**src/rtl/itf_consts.svh**
```systemverilog
`ifndef ITF_CONSTS_SVH
`define ITF_CONSTS_SVH

// ==================================================
// data widths
`define ITF_PIX_W       12
`define ITF_FIFO_W      13
`define ITF_FIFO_DEPTH  32
`define ITF_CYC_W       32

// ==================================================
// checksum generator, build-time choice
`define ITF_CRC_W       32
`define ITF_CRC_POLY    32'h04c11db7
`define ITF_CRC_INIT    32'hffffffff

// ==================================================
// trailer layout, build-time choice
// identifiers are arbitrary values, fields d1,d2,d3,d4[0..7]
`define ITF_STAMP_GUID  128'h1a2b3c4d_5e6f_7081_92a3b4c5d6e7f809
`define ITF_CRC_GUID    128'h0f1e2d3c_4b5a_6978_8796a5b4c3d2e1f0
`define ITF_CRC_FIRST   1'b0
`define ITF_GUID_BYTES  5'h10
`define ITF_TRL_LAST    5'h13

// ==================================================
// test image ramp
`define ITF_PAT_STEP    12'h001

`endif

```
**src/rtl/itf_pkg.sv**
```systemverilog
package itf_pkg;

  // gray order: idle, low byte, high byte, trailer
  typedef enum logic [1:0] {
    ITF_IDLE   = 2'h0,
    ITF_PIX_LO = 2'h1,
    ITF_PIX_HI = 2'h3,
    ITF_TRL    = 2'h2
  } itf_state_e;

  typedef struct packed {
    logic [31:0] d1;
    logic [15:0] d2;
    logic [15:0] d3;
    logic [63:0] d4;
  } itf_guid_s;

  // byte i of the result is the i-th byte on the wire
  function automatic logic [127:0] itf_guid_bytes(input itf_guid_s g);
    logic [127:0] v;
    v = '0;
    v[31:0]  = g.d1;
    v[47:32] = g.d2;
    v[63:48] = g.d3;
    for (int k = 0; k < 8; k++) begin
      v[64 + 8*k +: 8] = g.d4[63 - 8*k -: 8];
    end
    return v;
  endfunction

endpackage

```
**src/rtl/itf_fifo.sv**
```systemverilog
`timescale 1ns/1ps
`default_nettype none

module itf_fifo #(
  parameter int WIDTH = 13,
  parameter int DEPTH = 32
) (
  // clock and reset
  input  wire logic             clk_sys,
  input  wire logic             sys_rst,
  // fill side
  input  wire logic             in_valid,
  input  wire logic [WIDTH-1:0] in_data,
  output var  logic             in_ready,
  // drain side
  output var  logic             out_valid,
  output var  logic [WIDTH-1:0] out_data,
  input  wire logic             out_ready
);

  localparam int AW = $clog2(DEPTH);

  logic [WIDTH-1:0] mem [DEPTH];
  logic [AW-1:0]    wr_ptr;
  logic [AW-1:0]    rd_ptr;
  logic [AW:0]      count;
  logic [AW:0]      next_count;

  wire push = in_valid && in_ready;
  wire pop  = out_valid && out_ready;

  assign out_valid = count != '0;
  assign out_data  = mem[rd_ptr];

  always_comb begin
    next_count = count;
    if (push && !pop) begin
      next_count = count + (AW+1)'(1);
    end else if (pop && !push) begin
      next_count = count - (AW+1)'(1);
    end
  end

  // ==================================================
  // storage, no reset needed on the array
  always_ff @(posedge clk_sys) begin
    if (push) begin
      mem[wr_ptr] <= in_data;
    end
  end

  // ==================================================
  // pointers; ready is registered so the pin sees a flop
  always_ff @(posedge clk_sys) begin
    if (sys_rst) begin
      wr_ptr   <= '0;
      rd_ptr   <= '0;
      count    <= '0;
      in_ready <= 1'b1;
    end else begin
      if (push) wr_ptr <= wr_ptr + AW'(1);
      if (pop)  rd_ptr <= rd_ptr + AW'(1);
      count    <= next_count;
      in_ready <= next_count != (AW+1)'(DEPTH);
    end
  end

endmodule

`default_nettype wire

```
**src/rtl/itf_crc.sv**
```systemverilog
`timescale 1ns/1ps
`default_nettype none

module itf_crc #(
  parameter logic [31:0] POLY = 32'h04c11db7,
  parameter logic [31:0] INIT = 32'hffffffff
) (
  // clock and reset
  input  wire logic        clk_sys,
  input  wire logic        sys_rst,
  // byte feed
  input  wire logic        clr,
  input  wire logic        en,
  input  wire logic [7:0]  data,
  // running value
  output var  logic [31:0] crc
);

  logic [31:0] next_crc;

  // msb-first, one byte per cycle
  always_comb begin
    next_crc = crc;
    for (int i = 7; i >= 0; i--) begin
      if (next_crc[31] ^ data[i]) begin
        next_crc = {next_crc[30:0], 1'b0} ^ POLY;
      end else begin
        next_crc = {next_crc[30:0], 1'b0};
      end
    end
  end

  always_ff @(posedge clk_sys) begin
    if (sys_rst || clr) begin
      crc <= INIT;
    end else if (en) begin
      crc <= next_crc;
    end
  end

endmodule

`default_nettype wire

```
**src/rtl/itf_framer.sv**
```systemverilog
// What this block does
// - 16-bit mode: low byte, then high byte
// - upper four bits zero, maximum 0x0fff
// - test enabled: generated image replaces sensor data
// - time stamp: latch cycle time at exposure
// - checksum enabled: crc over each image
// - feature results follow the frame's pixel data
// - each result carries its feature identifier
// - one control register per feature
// - identifiers are 128 bits: 32,16,16,8x8
// - extended stream off suppresses every trailer
`timescale 1ns/1ps
`default_nettype none
`include "itf_consts.svh"

module itf_framer
  import itf_pkg::*;
(
  // clock and reset
  input  wire logic                   clk_sys,
  input  wire logic                   sys_rst,
  // feature controls
  input  wire logic                   ctl_wide16,
  input  wire logic                   ctl_test,
  input  wire logic                   ctl_stamp,
  input  wire logic                   ctl_crc,
  input  wire logic                   ctl_ext,
  // exposure timing
  input  wire logic                   exp_start_pin,
  input  wire logic [`ITF_CYC_W-1:0]  cycle_time,
  // sensor pixels
  input  wire logic                   pix_valid,
  input  wire logic [`ITF_PIX_W-1:0]  pix_data,
  input  wire logic                   pix_eof,
  output var  logic                   pix_ready,
  // byte stream out
  output var  logic                   out_valid,
  output var  logic [7:0]             out_data,
  output var  logic                   out_last,
  input  wire logic                   out_ready
);

  // ==================================================
  // identifiers
  // 128-bit identifier layout
  localparam logic [127:0] STAMP_GVEC = itf_guid_bytes(itf_guid_s'(`ITF_STAMP_GUID));
  localparam logic [127:0] CRC_GVEC   = itf_guid_bytes(itf_guid_s'(`ITF_CRC_GUID));

  itf_state_e                st;
  itf_state_e                next_st;
  logic                      f_wide;
  logic                      f_test;
  logic                      f_stamp;
  logic                      f_crc;
  logic                      f_ext;
  logic [`ITF_PIX_W-1:0]     pat_val;
  logic                      exp_sync1;
  logic                      exp_sync2;
  logic                      exp_prev;
  logic [`ITF_CYC_W-1:0]     stamp_hold;
  logic [`ITF_CYC_W-1:0]     frame_stamp;
  logic                      trl_feat;
  logic                      trl_second;
  logic [4:0]                trl_idx;
  logic                      fq_valid;
  logic                      fq_pop;
  logic [`ITF_FIFO_W-1:0]    fq_data;
  logic [`ITF_CRC_W-1:0]     crc_val;

  // ==================================================
  // pixel buffer
  // pixels queue here so a stalled output back-pressures the sensor side
  itf_fifo #(
    .WIDTH (`ITF_FIFO_W),
    .DEPTH (`ITF_FIFO_DEPTH)
  ) u_fifo (
    .clk_sys   (clk_sys),
    .sys_rst   (sys_rst),
    .in_valid  (pix_valid),
    .in_data   ({pix_eof, pix_data}),
    .in_ready  (pix_ready),
    .out_valid (fq_valid),
    .out_data  (fq_data),
    .out_ready (fq_pop)
  );

  // ==================================================
  // decode
  wire adv       = !out_valid || out_ready;
  wire in_pix    = (st == ITF_PIX_LO) || (st == ITF_PIX_HI);
  wire byte_go   = adv && ((in_pix && fq_valid) || (st == ITF_TRL));
  wire pix_go    = byte_go && in_pix;
  assign fq_pop  = pix_go && ((st == ITF_PIX_HI) || !f_wide);
  wire head_eof  = fq_data[`ITF_FIFO_W-1];
  wire frame_end = fq_pop && head_eof;
  wire start     = (st == ITF_IDLE) && fq_valid;
  wire exp_edge  = exp_sync2 && !exp_prev;

  wire [`ITF_PIX_W-1:0] pix_val = f_test ? pat_val : fq_data[`ITF_PIX_W-1:0];

  // low byte first, high byte second
  // high byte carries only four live bits
  wire [7:0] hi_byte  = {4'h0, pix_val[11:8]};
  wire [7:0] lo_byte  = f_wide ? pix_val[7:0] : pix_val[11:4];
  wire [7:0] pix_byte = (st == ITF_PIX_HI) ? hi_byte : lo_byte;

  wire want_stamp = f_ext && f_stamp;
  wire want_crc   = f_ext && f_crc;
  wire any_trl    = want_stamp || want_crc;
  wire first_crc  = `ITF_CRC_FIRST ? want_crc : !want_stamp;
  wire last_item  = trl_second || !(want_stamp && want_crc);
  wire trl_end    = (st == ITF_TRL) && (trl_idx == `ITF_TRL_LAST);

  wire [127:0] gvec     = trl_feat ? CRC_GVEC : STAMP_GVEC;
  wire [31:0]  fvalue   = trl_feat ? crc_val : frame_stamp;
  wire         in_guid  = trl_idx < `ITF_GUID_BYTES;
  wire [7:0]   g_byte   = gvec[{trl_idx[3:0], 3'h0} +: 8];
  wire [7:0]   v_byte   = fvalue[{trl_idx[1:0], 3'h0} +: 8];
  wire [7:0]   trl_byte = in_guid ? g_byte : v_byte;

  wire [7:0] next_byte = (st == ITF_TRL) ? trl_byte : pix_byte;
  wire       next_last = (frame_end && !any_trl) || (trl_end && last_item);

  // ==================================================
  // checksum over the bytes as sent
  // crc of each transmitted image
  itf_crc #(
    .POLY (`ITF_CRC_POLY),
    .INIT (`ITF_CRC_INIT)
  ) u_crc (
    .clk_sys (clk_sys),
    .sys_rst (sys_rst),
    .clr     (start),
    .en      (pix_go && f_crc),
    .data    (pix_byte),
    .crc     (crc_val)
  );

  // ==================================================
  // sequencer
  always_comb begin
    next_st = st;
    case (st)
      ITF_IDLE: begin
        if (fq_valid) next_st = ITF_PIX_LO;
      end
      ITF_PIX_LO: begin
        if (pix_go && f_wide) begin
          next_st = ITF_PIX_HI;
        end else if (frame_end) begin
          next_st = any_trl ? ITF_TRL : ITF_IDLE;
        end
      end
      ITF_PIX_HI: begin
        if (frame_end) begin
          next_st = any_trl ? ITF_TRL : ITF_IDLE;
        end else if (pix_go) begin
          next_st = ITF_PIX_LO;
        end
      end
      ITF_TRL: begin
        if (byte_go && trl_end && last_item) next_st = ITF_IDLE;
      end
      default: next_st = ITF_IDLE;
    endcase
  end

  always_ff @(posedge clk_sys) begin
    if (sys_rst) st <= ITF_IDLE;
    else         st <= next_st;
  end

  // ==================================================
  // per-feature control, held steady for the whole frame
  // one register per feature
  always_ff @(posedge clk_sys) begin
    if (sys_rst) begin
      f_wide  <= 1'b0;
      f_test  <= 1'b0;
      f_stamp <= 1'b0;
      f_crc   <= 1'b0;
      f_ext   <= 1'b0;
    end else if (start) begin
      f_wide  <= ctl_wide16;
      f_test  <= ctl_test;
      f_stamp <= ctl_stamp;
      f_crc   <= ctl_crc;
      f_ext   <= ctl_ext;
    end
  end

  // ==================================================
  // test ramp, restarts each frame
  // generated pixel values
  always_ff @(posedge clk_sys) begin
    if (sys_rst || start) begin
      pat_val <= '0;
    end else if (fq_pop) begin
      pat_val <= pat_val + `ITF_PAT_STEP;
    end
  end

  // ==================================================
  // exposure start, pin sync then rising edge
  always_ff @(posedge clk_sys) begin
    if (sys_rst) begin
      exp_sync1 <= 1'b0;
      exp_sync2 <= 1'b0;
      exp_prev  <= 1'b0;
    end else begin
      exp_sync1 <= exp_start_pin;
      exp_sync2 <= exp_sync1;
      exp_prev  <= exp_sync2;
    end
  end

  // latch cycle time at exposure
  // a second exposure before frame start overwrites the first
  always_ff @(posedge clk_sys) begin
    if (sys_rst) begin
      stamp_hold  <= '0;
      frame_stamp <= '0;
    end else begin
      if (exp_edge && ctl_stamp) stamp_hold <= cycle_time;
      if (start) frame_stamp <= stamp_hold;
    end
  end

  // ==================================================
  // trailer walk
  always_ff @(posedge clk_sys) begin
    if (sys_rst) begin
      trl_idx    <= '0;
      trl_feat   <= 1'b0;
      trl_second <= 1'b0;
    end else if (frame_end) begin
      trl_idx    <= '0;
      trl_feat   <= first_crc;
      trl_second <= 1'b0;
    end else if (byte_go && (st == ITF_TRL)) begin
      trl_idx <= trl_end ? 5'h0 : trl_idx + 5'h1;
      if (trl_end) begin
        trl_feat   <= !trl_feat;
        trl_second <= 1'b1;
      end
    end
  end

  // ==================================================
  // output register
  always_ff @(posedge clk_sys) begin
    if (sys_rst) begin
      out_valid <= 1'b0;
      out_data  <= 8'h00;
      out_last  <= 1'b0;
    end else if (adv) begin
      out_valid <= byte_go;
      out_data  <= next_byte;
      out_last  <= byte_go && next_last;
    end
  end
endmodule

`default_nettype wire

```
**config.mk**
```make
export PLATFORM = sky130hd
export DESIGN_NAME = itf_framer
export DESIGN_NICKNAME = d
export VERILOG_FILES = /design/src/rtl/itf_pkg.sv /design/src/rtl/itf_fifo.sv /design/src/rtl/itf_crc.sv /design/src/rtl/itf_framer.sv
export VERILOG_INCLUDE_DIRS = /design/src /design/src/rtl
export SDC_FILE = /design/constraint.sdc
export NUM_CORES = 1
export LEC_CHECK = 0
export CAP_MARGIN = 20
export CORE_UTILIZATION = 68
export DETAILED_ROUTE_END_ITERATION = 8
export DONT_BUFFER_PORTS = 1
export PLACE_DENSITY = 0.84
export REMOVE_ABC_BUFFERS = 1
export SLEW_MARGIN = 20
export SYNTH_ARGS = -nofsm -noshare
export SYNTH_HDL_FRONTEND = slang
export SYNTH_HIERARCHICAL = 1
export SYNTH_SLANG_ARGS = --single-unit
```
**constraint.sdc**
```tcl
create_clock -name clk_sys -period 13.43 [get_ports clk_sys]
set_clock_uncertainty 0.15 [all_clocks]
set_input_delay 0 -clock clk_sys [delete_from_list [all_inputs] [get_ports clk_sys]]
set_output_delay 0 -clock clk_sys [all_outputs]
set_load 0.01 [all_outputs]
```
# Yosys cells after proc, flatten, opt, wreduce, memory -nomap -nowiden
# Memories as Yosys holds them, arrays and structs flattened. A register that Yosys moved wholly into a read port is not among the register bits.
# Index checks and enable logic that the tools add are counted.
# Widths: inputs -> output; s select.
# classes
add_sub_neg	6
mul	0
n_div	0
order_cmp	1
n_eq_ne	9
shifts	2
n_mux	33
n_bitwise	16
n_reduce_logical	49
# op_table
operator	n
$mux 27	8
$mux 128	1
$shiftx 128x8->8	1
$not 14->14	8
$mux 32	1
$mux 8	4
$shiftx 32x6->8	1
$logic_and 1x1->1	24
$add 5x1->5 const B	3
$mux 5	3
$mux 2	7
$add 12x1->12 const B	1
$mux 12	1
$mux 6	2
$logic_not 1->1	9
$logic_or 1x1->1	8
$pmux 2 s4	1
$xor 1x1->1	8
$add 6x1->6 const B	1
$ne 6x6->1 const B	1
$reduce_bool 6->1	1
$sub 6x1->6 const B	1
$eq 5x5->1 const B	1
$lt 5x5->1 const B	1
12 further kinds	19
# word_totals
reg_bits	152
latchBits	0
mem_bits_rw	416
mem_bits_ro	0
in_bits	55
out_inout_bits	11
n_memories	1
# memory_table
name	words	width	rd	rd_ports_with_merged_regs	wr	line	rtl
u_fifo.mem	32	13	1	1	1	itf_fifo.sv:23	logic [WIDTH-1:0] mem [DEPTH];

# Longest topological paths before layout
# logic_depth
ltp_word	19
mapped_depth	14
depth_no_buf	11

# Hierarchy
# The synthesis kept the hierarchy.
# by_module_without_submodules
mod	n_inst	cells_each	area_per_inst_um2	seq_area_each_um2
itf_fifo	1	756	16995.0	12932.4
itf_framer	1	611	5087.4	2062.0
itf_crc	1	195	1854.3	640.6

# Worst setup path after synthesis
# OpenSTA, ideal clock, no wires.
# synth_timing
path_type	flip-flop to flip-flop
from	reg with a tool-made name
to	reg u_crc.crc[6]
arrival_time_ns	4.280
required_ns	13.160
slack_ns	8.880
stages_incl_launch_ff	14
period_less_slack_ns	4.550
cell_sequence	dfxtp_1 clkbuf_1 buf_1 clkbuf_1 mux4_2 mux4_2 mux2_2 mux2_2 mux4_2 xor2_4 xnor3_2 xnor3_1 nor2_1 a211o_1
# synth_rtl
item	line	rtl
end signal, assigned	itf_crc.sv:37	crc <= next_crc;
end, declared	itf_crc.sv:16	output var logic [31:0] crc

==> out/qor_table.md <==
| Stage | Metric | Reported |
|:---|:---|:---|
| status | Status | complete, no violations |
| yosys | Count of yosys warnings during synthesis | 6 |
| drt | Final routed DRC violation total | 0 |
| cells and area | Area added between synthesis and finish | 13.3% |
| yosys | Ys flop type | sky130_fd_sc_hd__edfxtp_1 |
| grt | All-Layer GR Usage | 0.343 |
| drt | Iteration count of the initial detailed-routing pass | 6 |
| timing | Headroom to the max-slew limit | 0.187 |
| cells and area | Ratio of cells with drive above 1 in the final layout | 0.190 |
| place | HPWL after detailed placement | 31.8 mm |
| drt | Via/cell ratio | 6.71 |
| min path | Hold Crit Class | in2reg |
| clock network | Clock tree from TritonCTS | done |
| timing | RSZ-0062 raised after global routing | false |
| yosys | Unique masters post-synth | 81 |
| drt | Vias | 14,400 |
| timing | Final hold violation count | 0 |
| yosys | Mean instance size in the synthesized netlist | 15.3 um^2 |
| timing | Crit path time final | 5550 ps |
| clock network | Number of H-tree levels | 2 |
| yosys | Number of flops mapped to enable cells by yosys | 416 |
| yosys | Share of Yosys cell area claimed by the top area cell type | 0.522 |
| timing | Final-report setup violation count | 0 |
| clock network | Clock-pin transition on the worst setup and hold timing paths | 70 ps |
| place | Setup Slack @ Placement | 7260 ps |
| timing | Max Fclk | 0.180 GHz |
| yosys | Sequential element share of the synthesized area | 0.653 |
| clock network | Clock tree sinks | 573 |
| yosys | Leading cell type by number of instances after synthesis | sky130_fd_sc_hd__edfxtp_1 |
| grt | Wire length of the first global-routing pass | 89.3 mm |
| grt | Maximum number of pins on one net before global-route repair | 110 |
| grt | Antenna violations before repair | 0 |
| drt | Post-detailed-route count of antenna-violating nets | 0 |
| critical path | CP arrival | 5910 ps |
| critical path | Worst endpoint required time | 13,780 ps |
| clock network | CTS Root Buffer Type | sky130_fd_sc_hd__clkbuf_16 |
| yosys | Post-synthesis sequential element count | 573 |
| yosys | FFs w/ async S/R, synth | 0 |
| yosys | Synth top cells by count | sky130_fd_sc_hd__edfxtp_1, sky130_fd_sc_hd__nand2_1, sky130_fd_sc_hd__dfxtp_1 |
| die | Initial Util | 0.691 |
| yosys | Count of mapped cells out of synthesis | 1,562 |
| die | Chip Width | 190 um |
| timing | Pins Over Slew Limit | 0 |
| run | Max-cap violation count | 0 |
| cells and area | Area taken by multi-input logic gates | 0.00786 mm^2 |
| die | Cell row count | 68 |
| cells and area | Final Net Count | 1,713 |
| timing | Setup_tns | 0 ps |
| timing | Fin worst setup slack | 7880 ps |
| yosys | Leading cell types by total area after synthesis | sky130_fd_sc_hd__edfxtp_1, sky130_fd_sc_hd__dfxtp_1, sky130_fd_sc_hd__mux4_2 |
| place | Gp weighted congestion | 0.910 |
| critical path | Maximum fanout count along the critical path | 66 |
| critical path | Crit end category | flip-flop |
| clock network | Longest Clk Path Bufs | 3 |
| grt | Via count of the first global-routing pass | 14,600 |
| drt | Detailed router's first-iteration violation count | 1,655 |
| place | Number of port buffers | 0 |
| cells and area | Number of inserted filler cells in the final layout | 1,771 |
| clock network | Number of buffers created by CTS | 54 |
| critical path | Start-to-end type of the worst setup path | reg2reg |
| cells and area | Footprint of the flip-flops and latches | 0.0156 mm^2 |
| timing | Final period utilization | 0.414 |
| power | Cell leakage power | 8.61 nW |
| clock network | Worst-Skew Late Latency | 650 ps |
| yosys | Cell type with the highest aggregate area in the netlist | sky130_fd_sc_hd__edfxtp_1 |
| grt | Overflow left after global routing | 0 |
| min path | Hold wc startpoint | ctl_test |
| die | Core box area | 0.0346 mm^2 |
| cells and area | N_diodes | 0 |
| yosys | Synth Cell Area | 0.0239 mm^2 |
| timing | Least-Margin Pin Slew | 1220 ps |
| drt | Sum of routed wire length over all layers | 60.8 mm |
| power | Peak VDD IR | 219 uV |
| critical path | CP Launch Type | flip-flop |
| die | Overall die height | 190 um |
| die | Area of the die | 0.0360 mm^2 |
| power | Total power density per cell area | 169 mW/mm^2 |
| drt | Mean routed wirelength per cell | 28.4 um |
| die | Number of top-level design ports | 66 |
==> state kept, by name, summed over array words and instances, names as in the netlist, 5 cells and up, named ones only <==
name	flops
frame_stamp	32
out_data	8
pat_val	12
stamp_hold	32
trl_idx	5
u_crc/crc	32
u_fifo/count	6
u_fifo/mem	416
u_fifo/rd_ptr	5
u_fifo/wr_ptr	5
==> cell type report <==
type                            instances  share of cell area
Tap cell                              455              0.0210
Inverter                               13             0.00180
Clock buffer                           74              0.0553
Sequential cell                       573               0.577
Clock inverter                         25              0.0118
Multi-Input combinational cell        883               0.290
Timing Repair Buffer                  118              0.0434
==> stage by stage <==
stage	instances	util	power, W	area, um^2	hold slack [ps]
5_1_grt	2141	0.783	0.00473	27100	62.3
6_report	2141	0.783	0.00458	27100	91.3
2_1_floorplan	1469	-	0.00278	23500	-80.9
3_3_place_gp	1940	0.700	0.00293	24200	-71.8
3_5_place_dp	1940	0.700	0.00295	24200	-71.1
4_1_cts	2132	0.780	0.00456	27000	16.4
==> report_power, final <==
part / switching [W] / internal, W
combinational: 0.000533 / 0.000461
sequential: 0.0000640 / 0.00194
clock: 0.000686 / 0.000902
total: 0.00128 / 0.00330
==> worst max-delay path: stages, from the launching register on <==
cell and delay [ps]:
sky130_fd_sc_hd__dfxtp_4 740, sky130_fd_sc_hd__buf_4 850, sky130_fd_sc_hd__mux4_2 450, sky130_fd_sc_hd__mux4_2 490
sky130_fd_sc_hd__mux2_2 340, sky130_fd_sc_hd__mux2_2 290, sky130_fd_sc_hd__mux4_2 560, sky130_fd_sc_hd__xor2_4 300
sky130_fd_sc_hd__xnor3_2 540, sky130_fd_sc_hd__xnor3_1 390, sky130_fd_sc_hd__nor2_1 40, sky130_fd_sc_hd__a211o_1 240
==> cell usage in the layout (no fill, tap or decap), drive strengths merged, types with 7 or more instances in the layout <==
cell and n:
a21oi 92, a22oi 7, a31oi 8, and2 8, buf 26, clkbuf 74, clkinv 15, dfxtp 157
dlygate4sd3 92, edfxtp 416, ha 15, inv 16, mux2 24, mux2i 29, mux4 141, nand2 202
nand2b 9, nand3 13, nand3b 7, nand4 12, nor2 108, nor2b 12, nor3 8, o211ai 9
o21ai 30, xnor2 52, xor2 36
==> cell families (layout without fill, tap and decap cells) <==
group / after synthesis / count (layout) / synth area share
xor gates and xnor gates: 94 / 94 / 0.0422
muxes: 194 / 194 / 0.157
buffers and inverters: 106 / 230 / 0.0212
DFF: 573 / 573 / 0.653
and+or+nand+nor: 402 / 402 / 0.0751
AOI/OAI and AO/OA: 178 / 178 / 0.0435
adders and majority gates: 15 / 15 / 0.00784
==> worst paths after layout <==
check | slack [ps] | endpoint | depth (start not counted)
setup / recovery | 7880 | u_crc/crc[6]$_SDFFE_PP1P_ | 11
hold / removal | 90 | f_test$_SDFFE_PP0P_ | 3
setup reg to reg | 7880 | u_crc/crc[6]$_SDFFE_PP1P_ | 11
hold reg to reg | 300 | trl_second$_SDFFE_PP0P_ | 2
==> routing by layer <==
| layer | track usage | share of wire |
|---|---|---|
| met1 | 0.423 | 0.35 |
| met2 | 0.588 | 0.52 |
| met3 | 0.0688 | 0.093 |
| met4 | 0.160 | 0.040 |
| met5 | 0 | 0 |
==> timing repair <==
action	in CTS	in global routing
gates resized for setup	0	0
buffers inserted	0	0
hold buffers	93	5
endpoints found under the hold margin	573	138
No activity file was read; power rests on OpenSTA's default activity.
